==> src/tmr16_regs.vh <==
// register map and field positions of the 16-bit timer
// assumes the plain register port of tmr16_top: 8-bit address, 16-bit data
`ifndef TMR16_REGS_VH
`define TMR16_REGS_VH
// register addresses
`define TMR16_ADDR_COUNT    8'h00
`define TMR16_ADDR_CYCLE    8'h01
`define TMR16_ADDR_DUTY     8'h02
`define TMR16_ADDR_MODE     8'h03
`define TMR16_ADDR_CAPCMP   8'h04
`define TMR16_ADDR_OUTCTL   8'h05
`define TMR16_ADDR_PRESC    8'h06
`define TMR16_ADDR_STATUS   8'h07
// mode_control_reg fields
`define TMR16_MODE_OVF      0
`define TMR16_MODE_RUN_LO   2
`define TMR16_MODE_RUN_HI   3
// run modes
`define TMR16_RUN_STOP      2'b00
`define TMR16_RUN_EDGE      2'b01
`define TMR16_RUN_FREE      2'b10
`define TMR16_RUN_MATCH     2'b11
// capcmp_control_reg fields
`define TMR16_CC_CYC_CAP    0
`define TMR16_CC_SRC        1
`define TMR16_CC_DUTY_CAP   2
// output_control_reg fields
`define TMR16_OC_ENABLE     0
`define TMR16_OC_CYC_TGL    1
`define TMR16_OC_LVL_RST    2
`define TMR16_OC_LVL_SET    3
`define TMR16_OC_DUTY_TGL   4
`define TMR16_OC_OS_EN      5
`define TMR16_OC_OS_TRIG    6
`define TMR16_OC_MASK       16'h003B
`define TMR16_OC_RD_MASK    16'h0033
// prescaler_reg fields
`define TMR16_PR_CLK_LO     0
`define TMR16_PR_CLK_HI     1
`define TMR16_PR_ES_LO      4
`define TMR16_PR_ES_HI      5
`define TMR16_PR_ES1_LO     6
`define TMR16_PR_ES1_HI     7
// edge encodings
`define TMR16_EDGE_FALL     2'b00
`define TMR16_EDGE_RISE     2'b01
`define TMR16_EDGE_BOTH     2'b11
// count clock selects
`define TMR16_CLK_EXT       2'b11
// status fields
`define TMR16_ST_CYC_FLAG   0
`define TMR16_ST_DUTY_FLAG  1
// constants
`define TMR16_ZERO16        16'h0000
`define TMR16_ONE16         16'h0001
`define TMR16_MAX16         16'hFFFF
`define TMR16_DIV_W         4
`define TMR16_DIV_ONE       4'h1
`define TMR16_DIV_2         4'h1
`define TMR16_DIV_4         4'h3
`define TMR16_DIV_16        4'hF
`define TMR16_FILT_ONES     2'b11
`define TMR16_FILT_ZEROS    2'b00
`endif

==> src/tmr16_top.v <==
// 16-bit timer/event counter with two capture/compare registers and a one-shot output
// assumes one clock; edge pins are asynchronous and pass two flip-flops first
// Notes on behaviour
// - counter runs whenever run-mode bits are nonzero, stops when written to zero-zero
// - counter reads never load duty register and lose no count pulse
// - stopped timer neither counts nor raises match events, whatever the pins do
// - compare zero matches on the wrap step from zero to one in free/edge modes
// - compare below count: counter keeps counting, wraps, then matches
// - one-shot trigger self-clears; trigger, level-set and level-reset read zero
// - one-shot only in free-running or edge-restart modes, never match-restart
// - primary edge still clears and restarts counter in software one-shot use
// - overflow flag sets when counter steps from maximum to zero
// - overflow clear before the count reaches one is undone by the flag
// - capture beats coincident write; capture at stop gives undefined data
// - no capture when both edges selected on the primary input
// - capture-source one: secondary edge raises cycle event but stores nothing
// - capture on count clock fall phase, event on the second rise phase after it
// - pins filtered on peripheral clock for counting, count clock for capture
// - pin already high when enabled is seen as an edge for rising or both-edge select
// - event counting starts only after two valid edges
`include "tmr16_regs.vh"
`timescale 1ns/1ps
`default_nettype none
module tmr16_top (
    // clock and reset
    input  wire        clock,
    input  wire        rst_n,
    // register port
    input  wire [7:0]  reg_addr,
    input  wire [15:0] reg_wdata,
    input  wire        reg_write,
    input  wire        reg_read,
    output reg  [15:0] reg_rdata,
    // pins
    input  wire        primary_edge_input,
    input  wire        secondary_edge_input,
    output reg         timer_output_pin,
    // events
    output reg         cycle_match_irq,
    output reg         duty_match_irq
);
    reg  [15:0] main_counter_r;
    reg  [15:0] cycle_capcmp_reg_r;
    reg  [15:0] duty_capcmp_reg_r;
    reg  [15:0] mode_control_reg_r;
    reg  [15:0] capcmp_control_reg_r;
    reg  [15:0] output_control_reg_r;
    reg  [15:0] prescaler_reg_r;
    reg  [`TMR16_DIV_W-1:0] div_r;
    reg  [1:0]  sync_a_r;
    reg  [1:0]  sync_b_r;
    reg  [1:0]  filt_a_r;
    reg  [1:0]  filt_b_r;
    reg         lvl_a_r;
    reg         lvl_b_r;
    reg         cnt_lvl_r;
    reg         run_d_r;
    reg  [1:0]  ev_seen_r;
    reg         os_arm_r;
    reg         os_pend_r;
    reg         cap_cyc_pend_r;
    reg         cap_duty_pend_r;
    reg         ovf_hold_r;
    reg  [1:0]  status_r;
    // derived controls
    wire [1:0]  run_mode    = {mode_control_reg_r[`TMR16_MODE_RUN_HI], mode_control_reg_r[`TMR16_MODE_RUN_LO]};
    wire        running     = (run_mode != `TMR16_RUN_STOP);
    wire [1:0]  clk_sel     = {prescaler_reg_r[`TMR16_PR_CLK_HI], prescaler_reg_r[`TMR16_PR_CLK_LO]};
    wire [1:0]  es_a        = {prescaler_reg_r[`TMR16_PR_ES_HI], prescaler_reg_r[`TMR16_PR_ES_LO]};
    wire [1:0]  es_b        = {prescaler_reg_r[`TMR16_PR_ES1_HI], prescaler_reg_r[`TMR16_PR_ES1_LO]};
    wire        ext_clk     = (clk_sel == `TMR16_CLK_EXT);
    wire        cnt_read    = reg_read && (reg_addr == `TMR16_ADDR_COUNT);
    wire [`TMR16_DIV_W-1:0] div_top = (clk_sel == 2'b00) ? `TMR16_DIV_2 :
                                      (clk_sel == 2'b01) ? `TMR16_DIV_4 : `TMR16_DIV_16;
    // count clock phases: rise at div wrap, fall at half period
    wire        rise_ph     = running && !ext_clk && (div_r == div_top);
    wire        fall_ph     = running && !ext_clk && (div_r == (div_top >> 1));
    // a level is accepted after two equal samples
    wire        a_new       = (filt_a_r == `TMR16_FILT_ONES) ? 1'b1 :
                              (filt_a_r == `TMR16_FILT_ZEROS) ? 1'b0 : lvl_a_r;
    wire        b_new       = (filt_b_r == `TMR16_FILT_ONES) ? 1'b1 :
                              (filt_b_r == `TMR16_FILT_ZEROS) ? 1'b0 : lvl_b_r;
    // edge select; zero reference while stopped shows a pre-set pin as an edge
    function edge_hit;
        input [1:0] es;
        input       prev;
        input       now;
        begin
            edge_hit = ((es == `TMR16_EDGE_RISE) && !prev && now) ||
                       ((es == `TMR16_EDGE_FALL) && prev && !now) ||
                       ((es == `TMR16_EDGE_BOTH) && (prev != now));
        end
    endfunction
    wire        a_edge      = running && edge_hit(es_a, lvl_a_r, a_new);
    wire        b_edge      = running && edge_hit(es_b, lvl_b_r, b_new);
    wire        a_cnt_edge  = running && ext_clk && edge_hit(es_a, cnt_lvl_r, sync_a_r[1]);
    // count steps: external event counting waits for two edges
    wire        ext_step    = a_cnt_edge && (ev_seen_r == 2'b11);
    // a counter read holds the step for one cycle
    wire        step_raw    = (rise_ph || ext_step || os_pend_r);
    wire        step        = step_raw && !cnt_read;
    wire        os_trig_wr  = reg_write && (reg_addr == `TMR16_ADDR_OUTCTL) && reg_wdata[`TMR16_OC_OS_TRIG];
    wire        os_ok       = output_control_reg_r[`TMR16_OC_OS_EN] &&
                              (run_mode == `TMR16_RUN_FREE || run_mode == `TMR16_RUN_EDGE);
    // primary edge restarts in edge mode and one-shot use
    wire        restart     = a_edge && !ext_clk &&
                              (run_mode == `TMR16_RUN_EDGE || output_control_reg_r[`TMR16_OC_OS_EN]);
    wire        soft_start  = os_trig_wr && os_ok;
    wire        wrap        = step && (main_counter_r == `TMR16_MAX16);
    wire        match_clear = step && (run_mode == `TMR16_RUN_MATCH) && (main_counter_r == cycle_capcmp_reg_r);
    wire [15:0] cnt_next    = main_counter_r + `TMR16_ONE16;
    // compares are checked on the value being left, so zero matches on 0 -> 1 after wrap
    wire        cyc_match   = step && !capcmp_control_reg_r[`TMR16_CC_CYC_CAP] &&
                              (main_counter_r == cycle_capcmp_reg_r) &&
                              !(main_counter_r == `TMR16_ZERO16 && run_mode == `TMR16_RUN_MATCH);
    wire        duty_match  = step && !capcmp_control_reg_r[`TMR16_CC_DUTY_CAP] &&
                              (main_counter_r == duty_capcmp_reg_r);
    // capture triggers: primary into duty and cycle; secondary only raises the cycle event
    wire        cap_trig_a  = a_edge && (es_a != `TMR16_EDGE_BOTH);
    wire        cyc_trig    = capcmp_control_reg_r[`TMR16_CC_SRC] ? b_edge : cap_trig_a;
    wire        cyc_store   = capcmp_control_reg_r[`TMR16_CC_CYC_CAP] && cyc_trig &&
                              !capcmp_control_reg_r[`TMR16_CC_SRC];
    wire        duty_store  = capcmp_control_reg_r[`TMR16_CC_DUTY_CAP] && cap_trig_a;

    // input synchronisers, peripheral clock
    always @(posedge clock or negedge rst_n) begin
        if (!rst_n) begin
            sync_a_r  <= 2'b00;
            sync_b_r  <= 2'b00;
            cnt_lvl_r <= 1'b0;
        end else begin
            sync_a_r  <= {sync_a_r[0], primary_edge_input};
            sync_b_r  <= {sync_b_r[0], secondary_edge_input};
            cnt_lvl_r <= running ? sync_a_r[1] : 1'b0;  // count-clock filter on peripheral clock
        end
    end

    // capture filters sample at count clock rise; level reference is zero while stopped
    always @(posedge clock or negedge rst_n) begin
        if (!rst_n) begin
            filt_a_r <= 2'b00;
            filt_b_r <= 2'b00;
            lvl_a_r  <= 1'b0;
            lvl_b_r  <= 1'b0;
        end else if (!running) begin
            filt_a_r <= 2'b00;
            filt_b_r <= 2'b00;
            lvl_a_r  <= 1'b0;
            lvl_b_r  <= 1'b0;
        end else if (rise_ph) begin
            filt_a_r <= {filt_a_r[0], sync_a_r[1]};
            filt_b_r <= {filt_b_r[0], sync_b_r[1]};
            lvl_a_r  <= a_new;
            lvl_b_r  <= b_new;
        end
    end

    // prescaler divider and event-count qualifier
    always @(posedge clock or negedge rst_n) begin
        if (!rst_n) begin
            div_r     <= {`TMR16_DIV_W{1'b0}};
            ev_seen_r <= 2'b00;
            run_d_r   <= 1'b0;
        end else begin
            run_d_r <= running;
            if (!running) begin
                div_r     <= {`TMR16_DIV_W{1'b0}};
                ev_seen_r <= 2'b00;
            end else begin
                div_r <= (div_r == div_top) ? {`TMR16_DIV_W{1'b0}} : div_r + `TMR16_DIV_ONE;
                if (a_cnt_edge && ev_seen_r != 2'b11)
                    ev_seen_r <= {ev_seen_r[0], 1'b1};
            end
        end
    end

    // main counter: run control, restart and read pause
    always @(posedge clock or negedge rst_n) begin
        if (!rst_n) begin
            main_counter_r <= `TMR16_ZERO16;
            os_pend_r      <= 1'b0;
        end else if (!running) begin
            main_counter_r <= `TMR16_ZERO16;
            os_pend_r      <= 1'b0;
        end else begin
            os_pend_r <= step_raw && cnt_read;
            if (restart || soft_start)
                main_counter_r <= `TMR16_ZERO16;
            else if (match_clear)
                main_counter_r <= `TMR16_ZERO16;
            else if (step)
                main_counter_r <= cnt_next;
        end
    end

    // compare/capture registers; fall-phase capture beats writes
    always @(posedge clock or negedge rst_n) begin
        if (!rst_n) begin
            cycle_capcmp_reg_r <= `TMR16_ZERO16;
            duty_capcmp_reg_r  <= `TMR16_ZERO16;
            cap_cyc_pend_r     <= 1'b0;
            cap_duty_pend_r    <= 1'b0;
        end else begin
            if (cyc_trig && running)
                cap_cyc_pend_r <= 1'b1;
            else if (rise_ph || ext_clk)
                cap_cyc_pend_r <= 1'b0;
            if (duty_store)
                cap_duty_pend_r <= 1'b1;
            else if (rise_ph || ext_clk)
                cap_duty_pend_r <= 1'b0;
            if (cyc_store && (fall_ph || ext_clk))
                cycle_capcmp_reg_r <= main_counter_r;
            else if (reg_write && reg_addr == `TMR16_ADDR_CYCLE)
                cycle_capcmp_reg_r <= reg_wdata;
            if (duty_store && (fall_ph || ext_clk))
                duty_capcmp_reg_r <= main_counter_r;
            else if (reg_write && reg_addr == `TMR16_ADDR_DUTY)
                duty_capcmp_reg_r <= reg_wdata;
        end
    end

    // control registers; overflow set beats a clear until count one
    always @(posedge clock or negedge rst_n) begin
        if (!rst_n) begin
            mode_control_reg_r   <= `TMR16_ZERO16;
            capcmp_control_reg_r <= `TMR16_ZERO16;
            output_control_reg_r <= `TMR16_ZERO16;
            prescaler_reg_r      <= `TMR16_ZERO16;
            ovf_hold_r           <= 1'b0;
        end else begin
            if (reg_write && reg_addr == `TMR16_ADDR_MODE)
                mode_control_reg_r <= reg_wdata;
            if (wrap || (ovf_hold_r && running))
                mode_control_reg_r[`TMR16_MODE_OVF] <= 1'b1;
            if (wrap)
                ovf_hold_r <= 1'b1;
            else if (step || !running)
                ovf_hold_r <= 1'b0;
            if (reg_write && reg_addr == `TMR16_ADDR_CAPCMP)
                capcmp_control_reg_r <= reg_wdata;
            if (reg_write && reg_addr == `TMR16_ADDR_OUTCTL)
                output_control_reg_r <= reg_wdata & `TMR16_OC_MASK;
            if (reg_write && reg_addr == `TMR16_ADDR_PRESC)
                prescaler_reg_r <= reg_wdata;
        end
    end

    // event outputs and sticky status; secondary edge still raises the cycle event
    always @(posedge clock or negedge rst_n) begin
        if (!rst_n) begin
            cycle_match_irq <= 1'b0;
            duty_match_irq  <= 1'b0;
            status_r        <= 2'b00;
        end else begin
            // the trigger lasts into the next rise phase; waiting for its end gives one event
            cycle_match_irq <= running && (cyc_match || (cap_cyc_pend_r && !cyc_trig && (rise_ph || ext_clk)));
            duty_match_irq  <= running && (duty_match || (cap_duty_pend_r && !duty_store && (rise_ph || ext_clk)));
            if (reg_write && reg_addr == `TMR16_ADDR_STATUS)
                status_r <= status_r & ~reg_wdata[1:0];
            if (cycle_match_irq)
                status_r[`TMR16_ST_CYC_FLAG] <= 1'b1;
            if (duty_match_irq)
                status_r[`TMR16_ST_DUTY_FLAG] <= 1'b1;
        end
    end

    // timer output: match toggles; one-shot set at duty, cleared at cycle
    always @(posedge clock or negedge rst_n) begin
        if (!rst_n) begin
            timer_output_pin <= 1'b0;
            os_arm_r         <= 1'b0;
        end else begin
            if (!output_control_reg_r[`TMR16_OC_ENABLE]) begin
                timer_output_pin <= 1'b0;
            end else if (reg_write && reg_addr == `TMR16_ADDR_OUTCTL && reg_wdata[`TMR16_OC_LVL_SET]) begin
                timer_output_pin <= 1'b1;
            end else if (reg_write && reg_addr == `TMR16_ADDR_OUTCTL && reg_wdata[`TMR16_OC_LVL_RST]) begin
                timer_output_pin <= 1'b0;
            end else if (output_control_reg_r[`TMR16_OC_OS_EN]) begin
                if (os_ok && duty_match && os_arm_r)
                    timer_output_pin <= 1'b1;
                else if (os_ok && cyc_match)
                    timer_output_pin <= 1'b0;
            end else if ((cyc_match && output_control_reg_r[`TMR16_OC_CYC_TGL]) ||
                         (duty_match && output_control_reg_r[`TMR16_OC_DUTY_TGL])) begin
                timer_output_pin <= ~timer_output_pin;
            end
            if ((soft_start || (restart && os_ok)))
                os_arm_r <= 1'b1;
            else if (os_ok && cyc_match)
                os_arm_r <= 1'b0;
        end
    end

    // read data one cycle after the strobe; trigger and level bits read zero
    always @(posedge clock or negedge rst_n) begin
        if (!rst_n) begin
            reg_rdata <= `TMR16_ZERO16;
        end else if (reg_read) begin
            if (reg_addr == `TMR16_ADDR_COUNT)
                reg_rdata <= main_counter_r;
            else if (reg_addr == `TMR16_ADDR_CYCLE)
                reg_rdata <= cycle_capcmp_reg_r;
            else if (reg_addr == `TMR16_ADDR_DUTY)
                reg_rdata <= duty_capcmp_reg_r;
            else if (reg_addr == `TMR16_ADDR_MODE)
                reg_rdata <= mode_control_reg_r;
            else if (reg_addr == `TMR16_ADDR_CAPCMP)
                reg_rdata <= capcmp_control_reg_r;
            else if (reg_addr == `TMR16_ADDR_OUTCTL)
                reg_rdata <= output_control_reg_r & `TMR16_OC_RD_MASK;
            else if (reg_addr == `TMR16_ADDR_PRESC)
                reg_rdata <= prescaler_reg_r;
            else if (reg_addr == `TMR16_ADDR_STATUS)
                reg_rdata <= {14'h0000, status_r};
            else
                reg_rdata <= `TMR16_ZERO16;
        end else begin
            reg_rdata <= `TMR16_ZERO16;
        end
    end
endmodule // tmr16_top
`default_nettype wire

==> config.mk <==
export PLATFORM = sky130hd
export DESIGN_NAME = tmr16_top
export DESIGN_NICKNAME = d
export VERILOG_FILES = /design/src/tmr16_top.v
export VERILOG_INCLUDE_DIRS = /design/src
export SDC_FILE = /design/constraint.sdc
export NUM_CORES = 1
export LEC_CHECK = 0
export BUFFER_PORTS_ARGS = -buffer_cell sky130_fd_sc_hd__buf_4
export CORE_UTILIZATION = 55
export CTS_BUF_LIST = sky130_fd_sc_hd__clkbuf_8
export DETAILED_ROUTE_END_ITERATION = 16
export PLACE_DENSITY_LB_ADDON = 0.25
export SYNTH_ARGS = -nofsm -noshare
export SYNTH_HDL_FRONTEND = slang
export SYNTH_SLANG_ARGS = --single-unit
==> constraint.sdc <==
create_clock -name clock -period 2.2 [get_ports clock]
set_input_delay 0.44 -clock clock [delete_from_list [all_inputs] [get_ports clock]]
set_output_delay 0.44 -clock clock [all_outputs]
set_load 0.02 [all_outputs]
# Word level (Yosys, flattened, before mapping)
# Index checks and enable logic that the tools add are counted.
# word_totals
reg_bits	144
wordCells	245
# classes
addsub	2
n_eq_ne	34
mux	56
n_bitwise	3
reduce_logical	122
# op_table
cell	n
2-to-1 mux 16 bit	16
logical AND 1 bit	70
equality test 16 bit	2
equality test 8 x 3 -> 1 bit (second input constant)	4
2-to-1 mux 1 bit	28
nonzero test 2 bit	10
logical OR 1 bit	19
adder 16 x 1 -> 16 bit (second input constant)	1
equality test 16 bit (second input constant)	1
equality test 2 bit (second input constant)	8
equality test 8 x 2 -> 1 bit (second input constant)	2
logical NOT 16 bit	1
2-to-1 mux 2 bit	8
2-to-1 mux 4 bit	4
logical NOT 1 bit	15
logical NOT 2 bit	5
equality test 2 x 1 -> 1 bit (second input constant)	4
equality test 8 x 1 -> 1 bit (second input constant)	1
logical NOT 8 bit	1
!= test 6 x 2 -> 1 bit (second input constant)	1
!= test 5 x 1 -> 1 bit (second input constant)	1
adder 4 x 1 -> 4 bit (second input constant)	1
equality test 4 x 3 -> 1 bit	1
equality test 4 bit	1
other kinds (8)	12

# Logic depth before layout (Yosys ltp)
# logic_depth
word_depth	20
depth_mapped	12

# Least setup slack after synthesis
# No wires, ideal clock.
# synth_timing
path_type	in2reg
startpoint	in reg_addr[3]
endpoint	reg main_counter_r[0]
setup_ns	0.125
arrival_time_ns	2.403
required_time_ns	2.075
setup_slack_ns	-0.328
stages	8
cell_sequence	or4_4 or3b_1 buf_2 nor3_4 a311o_4 a21o_1 nor2_1 mux2_2
# synth_via
elab_chain_len	9
word_cells_on_any_way	15
classes_between	2 x eq/ne; 3 x mux; 10 x reduce/logical
# synth_lines
item	line	source
start: declaration	tmr16_top.v:29	input wire [7:0] reg_addr,
logical NOT 8 bit (no source line)	-	
logical AND 1 bit	tmr16_top.v:72	wire cnt_read = reg_read && (reg_addr == `TMR16_ADDR_COUNT);
logical NOT 1 bit	tmr16_top.v:101	wire step = step_raw && !cnt_read;
logical AND 1 bit	tmr16_top.v:101	
logical AND 1 bit (2 in series)	tmr16_top.v:110	wire match_clear = step && (run_mode == `TMR16_RUN_MATCH) && (main_counter_r == cycle_capcmp_reg_r);
2-to-1 mux 16 bit	tmr16_top.v:189	else if (match_clear)
2-to-1 mux 16 bit	tmr16_top.v:187	if (restart || soft_start)
2-to-1 mux 16 bit	tmr16_top.v:182	end else if (!running) begin
end signal: assignment	tmr16_top.v:183	main_counter_r <= `TMR16_ZERO16;
end signal: assignment	tmr16_top.v:188	main_counter_r <= `TMR16_ZERO16;
end signal: assignment	tmr16_top.v:190	main_counter_r <= `TMR16_ZERO16;
end: declaration	tmr16_top.v:42	reg [15:0] main_counter_r;
# Several ways; a longest one is shown, not always the timed one.
# A chain may end at the register's enable or synchronous reset.

# Final worst setup path
# layout_timing
startpoint	reg prescaler_reg_r[4]
endpoint	reg main_counter_r[0]
# layout_via
elab_chain_len	15
word_cells_on_any_way	32
classes_between	3 x eq/ne; 3 x mux; 26 x reduce/logical
# layout_lines
item	line	source
start: declaration	tmr16_top.v:48	reg [15:0] prescaler_reg_r;
start signal: assignment	tmr16_top.v:229	prescaler_reg_r <= `TMR16_ZERO16;
start signal: assignment	tmr16_top.v:245	prescaler_reg_r <= reg_wdata;
equality test 2 x 1 -> 1 bit (no source line) / logical NOT 2 bit (equally long branches)	-	
logical AND 1 bit, on equally long branches (2 in series)	tmr16_top.v:89, tmr16_top.v:90	
logical OR 1 bit (2 in series)	tmr16_top.v:89	edge_hit = ((es == `TMR16_EDGE_RISE) && !prev && now) ||
logical AND 1 bit	tmr16_top.v:96	wire a_cnt_edge = running && ext_clk && edge_hit(es_a, cnt_lvl_r, sync_a_r[1]);
logical AND 1 bit	tmr16_top.v:98	wire ext_step = a_cnt_edge && (ev_seen_r == 2'b11);
logical OR 1 bit (2 in series)	tmr16_top.v:100	wire step_raw = (rise_ph || ext_step || os_pend_r);
logical AND 1 bit	tmr16_top.v:101	
logical AND 1 bit (2 in series)	tmr16_top.v:110	
2-to-1 mux 16 bit	tmr16_top.v:189	
2-to-1 mux 16 bit	tmr16_top.v:187	
2-to-1 mux 16 bit	tmr16_top.v:182	
# Several ways; a longest one is shown, not always the timed one.

==> impl_metrics.csv <==
group,metric,value,unit
yosys,synth_top_flop_cell,"dfrtp_1",
worst_setup_path,critPathKind,"reg2reg",
worst_setup_path,crit_top_cell,"buf_6",
floorplan,core_area,13200,um^2
worst_setup_path,cpLargestDelayFamily,"simple AND/OR/NAND/NOR gates",
floorplan,die_x,118,um
yosys,ys_ff_latch,143,
worst_setup_path,cp_data_arrival_time,2720,ps
clocking,cts-htree-levels,4,
worst_setup_path,startpoint_type,"flop",
timing,fmax,0.425,GHz
timing,rsz0062_at_grt,"true",
timing,setup_violations,19,
global_route,grt_pass1_vias,6292,
global_route,grt-ovfl-total,0,
timing,layout_setup_ws,-153,ps
global_route,grt_pass1_wl,33100,um
timing,tightest_slew,476,ps
worst_hold_path,min_delay_path_depth,1,
layout,area_delta_synth_final,23.3,%
layout,final_util,0.695,
worst_setup_path,reg2regPathDepth,9,
worst_setup_path,crit_chain,"or4b_4, a31oi_4, and4b_1, o31a_1, buf_6, buf_6, a21o_1, nor2_2, mux2_4",
place,finalWeightedCongestion,0.949,
worst_setup_path,critical_path.reg2reg.startpoint,"prescaler_reg_r[4]$_DFFE_PN0P_",
floorplan,floorplan.initialDensity,0.563,
clocking,cts_tree,"yes",
route,vias_per_cell,6.10,
clocking,cts.sinks,143,
route,wl,21000,um
floorplan,rows,42,
timing,finalHoldViolCount,0,
route,wire_per_inst,20.7,um
yosys,async_reset_ff_frac,1.00,
outcome,status,"finished with violations",
yosys,syn-cell-area,7460,um^2
timing,tns,-1630,ps
yosys,synth_edf_count,0,
worst_setup_path,worstPathRequired,2570,ps
timing,fin_crit,2350,ps
floorplan,die_area,14000,um^2
global_route,grt_util_all_layers,0.315,
worst_setup_path,r2r_slack,-150,ps
worst_hold_path,holdPathEnd,"sync_a_r[0]$_DFF_PN0_",
yosys,yosysSeqAreaShare,0.480,
worst_setup_path,r2r-end,"main_counter_r[0]$_DFFE_PN0P_",
worst_hold_path,hp-start,"primary_edge_input",
timing,slew-limit-headroom,0.681,
worst_setup_path,cp_max_fo,5,
clocking,root_buffer,"clkbuf_8",
clocking,clk_latency,480,ps
pwr,ir_drop,618,uV
worst_hold_path,hold_class,"in2reg",
clocking,numCtsBuffers,17,
pwr,leakage,4.21,nW
worst_setup_path,crit_buf_inv,2,
layout,diodes,0,
clocking,cts_max_path_buffers,2,
worst_setup_path,crit_slowest_cell,"or4b_4",
yosys,ys.warnings.count,0,
yosys,synthCells,715,
route,drt_iter0_markers,485,
pwr,p_per_area,823,nW/um^2
yosys,ys_types,56,
place,io_buffers,48,
worst_setup_path,max_stage_delay,560,ps
global_route,grt_max_degree,79,
route,first_pass_iters,5,
timing,drv_slew,0,
floorplan,pin_count,49,
clocking,clkTransAtPathRegs,80,ps
timing,fin_worst_skew,9.36,ps
global_route,antenna_found_initial,0,
yosys,mappedNetlistNets,751,
route,drcViolationCount,0,
outcome,violations,"setup timing",
layout,finalNetCount,863,
worst_setup_path,worstSetupEndpointType,"flop",
place,hpwl,14300,um
job,max-cap-violations,0,
route,ant_nets,0,
route,vias,6193,
yosys,syn_area_per_cell,10.4,um^2
timing,period_share,1.07,
layout,drive_above_1_share,0.306,
floorplan,die_h,118,um
[synth_stat cells (7+ instances only)]
cell type / count / area, um^2
clkbuf_1: 34 / 128
nand2_1: 46 / 173
xor2_1: 29 / 254
mux2_2: 48 / 541
a221oi_1: 13 / 114
xnor2_1: 17 / 149
nor3_1: 14 / 70.1
a22o_1: 7 / 61.3
mux2i_1: 50 / 500
o21ai_0: 45 / 225
nor2_1: 67 / 251
a211oi_1: 14 / 105
dfrtp_1: 143 / 3580
nand2b_1: 7 / 43.8
nand4_1: 7 / 43.8
nor4_1: 7 / 43.8
buf_2: 11 / 55.1
inv_1: 9 / 33.8
nand3_1: 11 / 55.1
a21oi_1: 29 / 145
[kinds of logic (layout without fill, tap and decap cells)]
group	Yosys count	in the layout	synth area share
AO/OA/AOI/OAI	144	144	0.126
multiplexers	100	100	0.146
XOR/XNOR	46	46	0.0540
buffers and inverters	61	185	0.0350
AND/OR/NAND/NOR	214	214	0.148
adder cells (fa/ha/maj)	7	7	0.0114
flip-flops	143	143	0.480
[area by class of cell]
| class | instances | area (um^2) |
|---|---|---|
| Fill cell | 1003 | 4050 |
| Multi-Input combinational cell | 511 | 3740 |
| Sequential cell | 143 | 3580 |
| Timing Repair Buffer | 145 | 1220 |
| Clock buffer | 17 | 234 |
| Tap cell | 176 | 220 |
| Clock inverter | 14 | 169 |
| Inverter | 9 | 33.8 |
[layer usage]
layer | GRT usage | up-vias | routed length, um
met4 | 0.197 | 0 | 1160
met2 | 0.508 | 245 | 10100
met1 | 0.386 | 3058 | 8510
met3 | 0.0676 | 89 | 1220
li1 | - | 2801 | -
met5 | 0 | - | 0
[worst reg2reg max path, stage by stage (launching register included)]
cell and delay [ps]:
dfrtp_1 390, or4b_4 560, a31oi_4 210, and4b_1 240, o31a_1 140, buf_6 140
buf_6 120, a21o_1 150, nor2_2 50, mux2_4 260
[power breakdown]
part	internal, W	leakage, nW	switching (W)
Combinational	0.00102	2.25	0.00113
Sequential	0.00294	1.77	0.000317
Clock	0.00111	0.190	0.00105
Total	0.00507	4.21	0.00250
[flip-flops by register name, summed over array words and instances, names as in the netlist, 2 cells and up]
| name | count |
|---|---|
| capcmp_control_reg_r | 16 |
| cycle_capcmp_reg_r | 16 |
| duty_capcmp_reg_r | 16 |
| main_counter_r | 16 |
| mode_control_reg_r | 16 |
| prescaler_reg_r | 16 |
| reg_rdata | 16 |
| div_r | 4 |
| output_control_reg_r | 4 |
| ev_seen_r | 2 |
| filt_a_r | 2 |
| filt_b_r | 2 |
| status_r | 2 |
| sync_a_r | 2 |
| sync_b_r | 2 |
[worst max-delay path by stage]
| stage | from | slack, ps | cells after the start | to |
|---|---|---|---|---|
| floorplan | reg_addr[3] | -330 | 8 | main_counter_r[0]$_DFFE_PN0P_ |
| global placement | reg_addr[3] | -400 | 8 | main_counter_r[0]$_DFFE_PN0P_ |
| global route | mode_control_reg_r[2]$_DFFE_PN0P_ | -260 | 9 | main_counter_r[0]$_DFFE_PN0P_ |
| CTS | prescaler_reg_r[4]$_DFFE_PN0P_ | -100 | 9 | main_counter_r[0]$_DFFE_PN0P_ |
| finish | prescaler_reg_r[4]$_DFFE_PN0P_ | -150 | 9 | main_counter_r[0]$_DFFE_PN0P_ |
| detailed placement | reg_addr[3] | -450 | 8 | main_counter_r[0]$_DFFE_PN0P_ |
[timing repair]
action                                  in CTS  in global routing
pin swaps                                   17                  6
hold buffers                                 1                  0
buffers inserted                             6                  4
hold endpoints to repair                   116                  0
gates cloned                                 0                  1
endpoints found under the setup margin      53                 46
resized for setup                           15                  6
[placed cells by master, fill, tap and decap left out, drive strengths merged, types with 10 or more instances in the layout]
| master | n |
|---|---|
| a211oi | 14 |
| a21oi | 29 |
| a221oi | 13 |
| buf | 143 |
| clkbuf | 18 |
| dfrtp | 143 |
| inv | 10 |
| mux2 | 48 |
| mux2i | 50 |
| nand2 | 47 |
| nand3 | 11 |
| nor2 | 72 |
| nor3 | 17 |
| o21ai | 49 |
| xnor2 | 17 |
| xor2 | 29 |
[per-stage QoR]
stage	power, W	area [um^2]	worst slack [ps]	hold WS (ps)	std cells
3_3_place_gp	0.00509	8610	-396	331	973
4_1_cts	0.00746	9120	-97.3	46.9	1010
3_5_place_dp	0.00518	8610	-453	343	973
6_report	0.00757	9200	-153	65.9	1015
5_1_grt	0.00791	9200	-255	44.0	1015
2_1_floorplan	0.00441	7540	-328	144	715
Power figures use the tool's default switching activity.
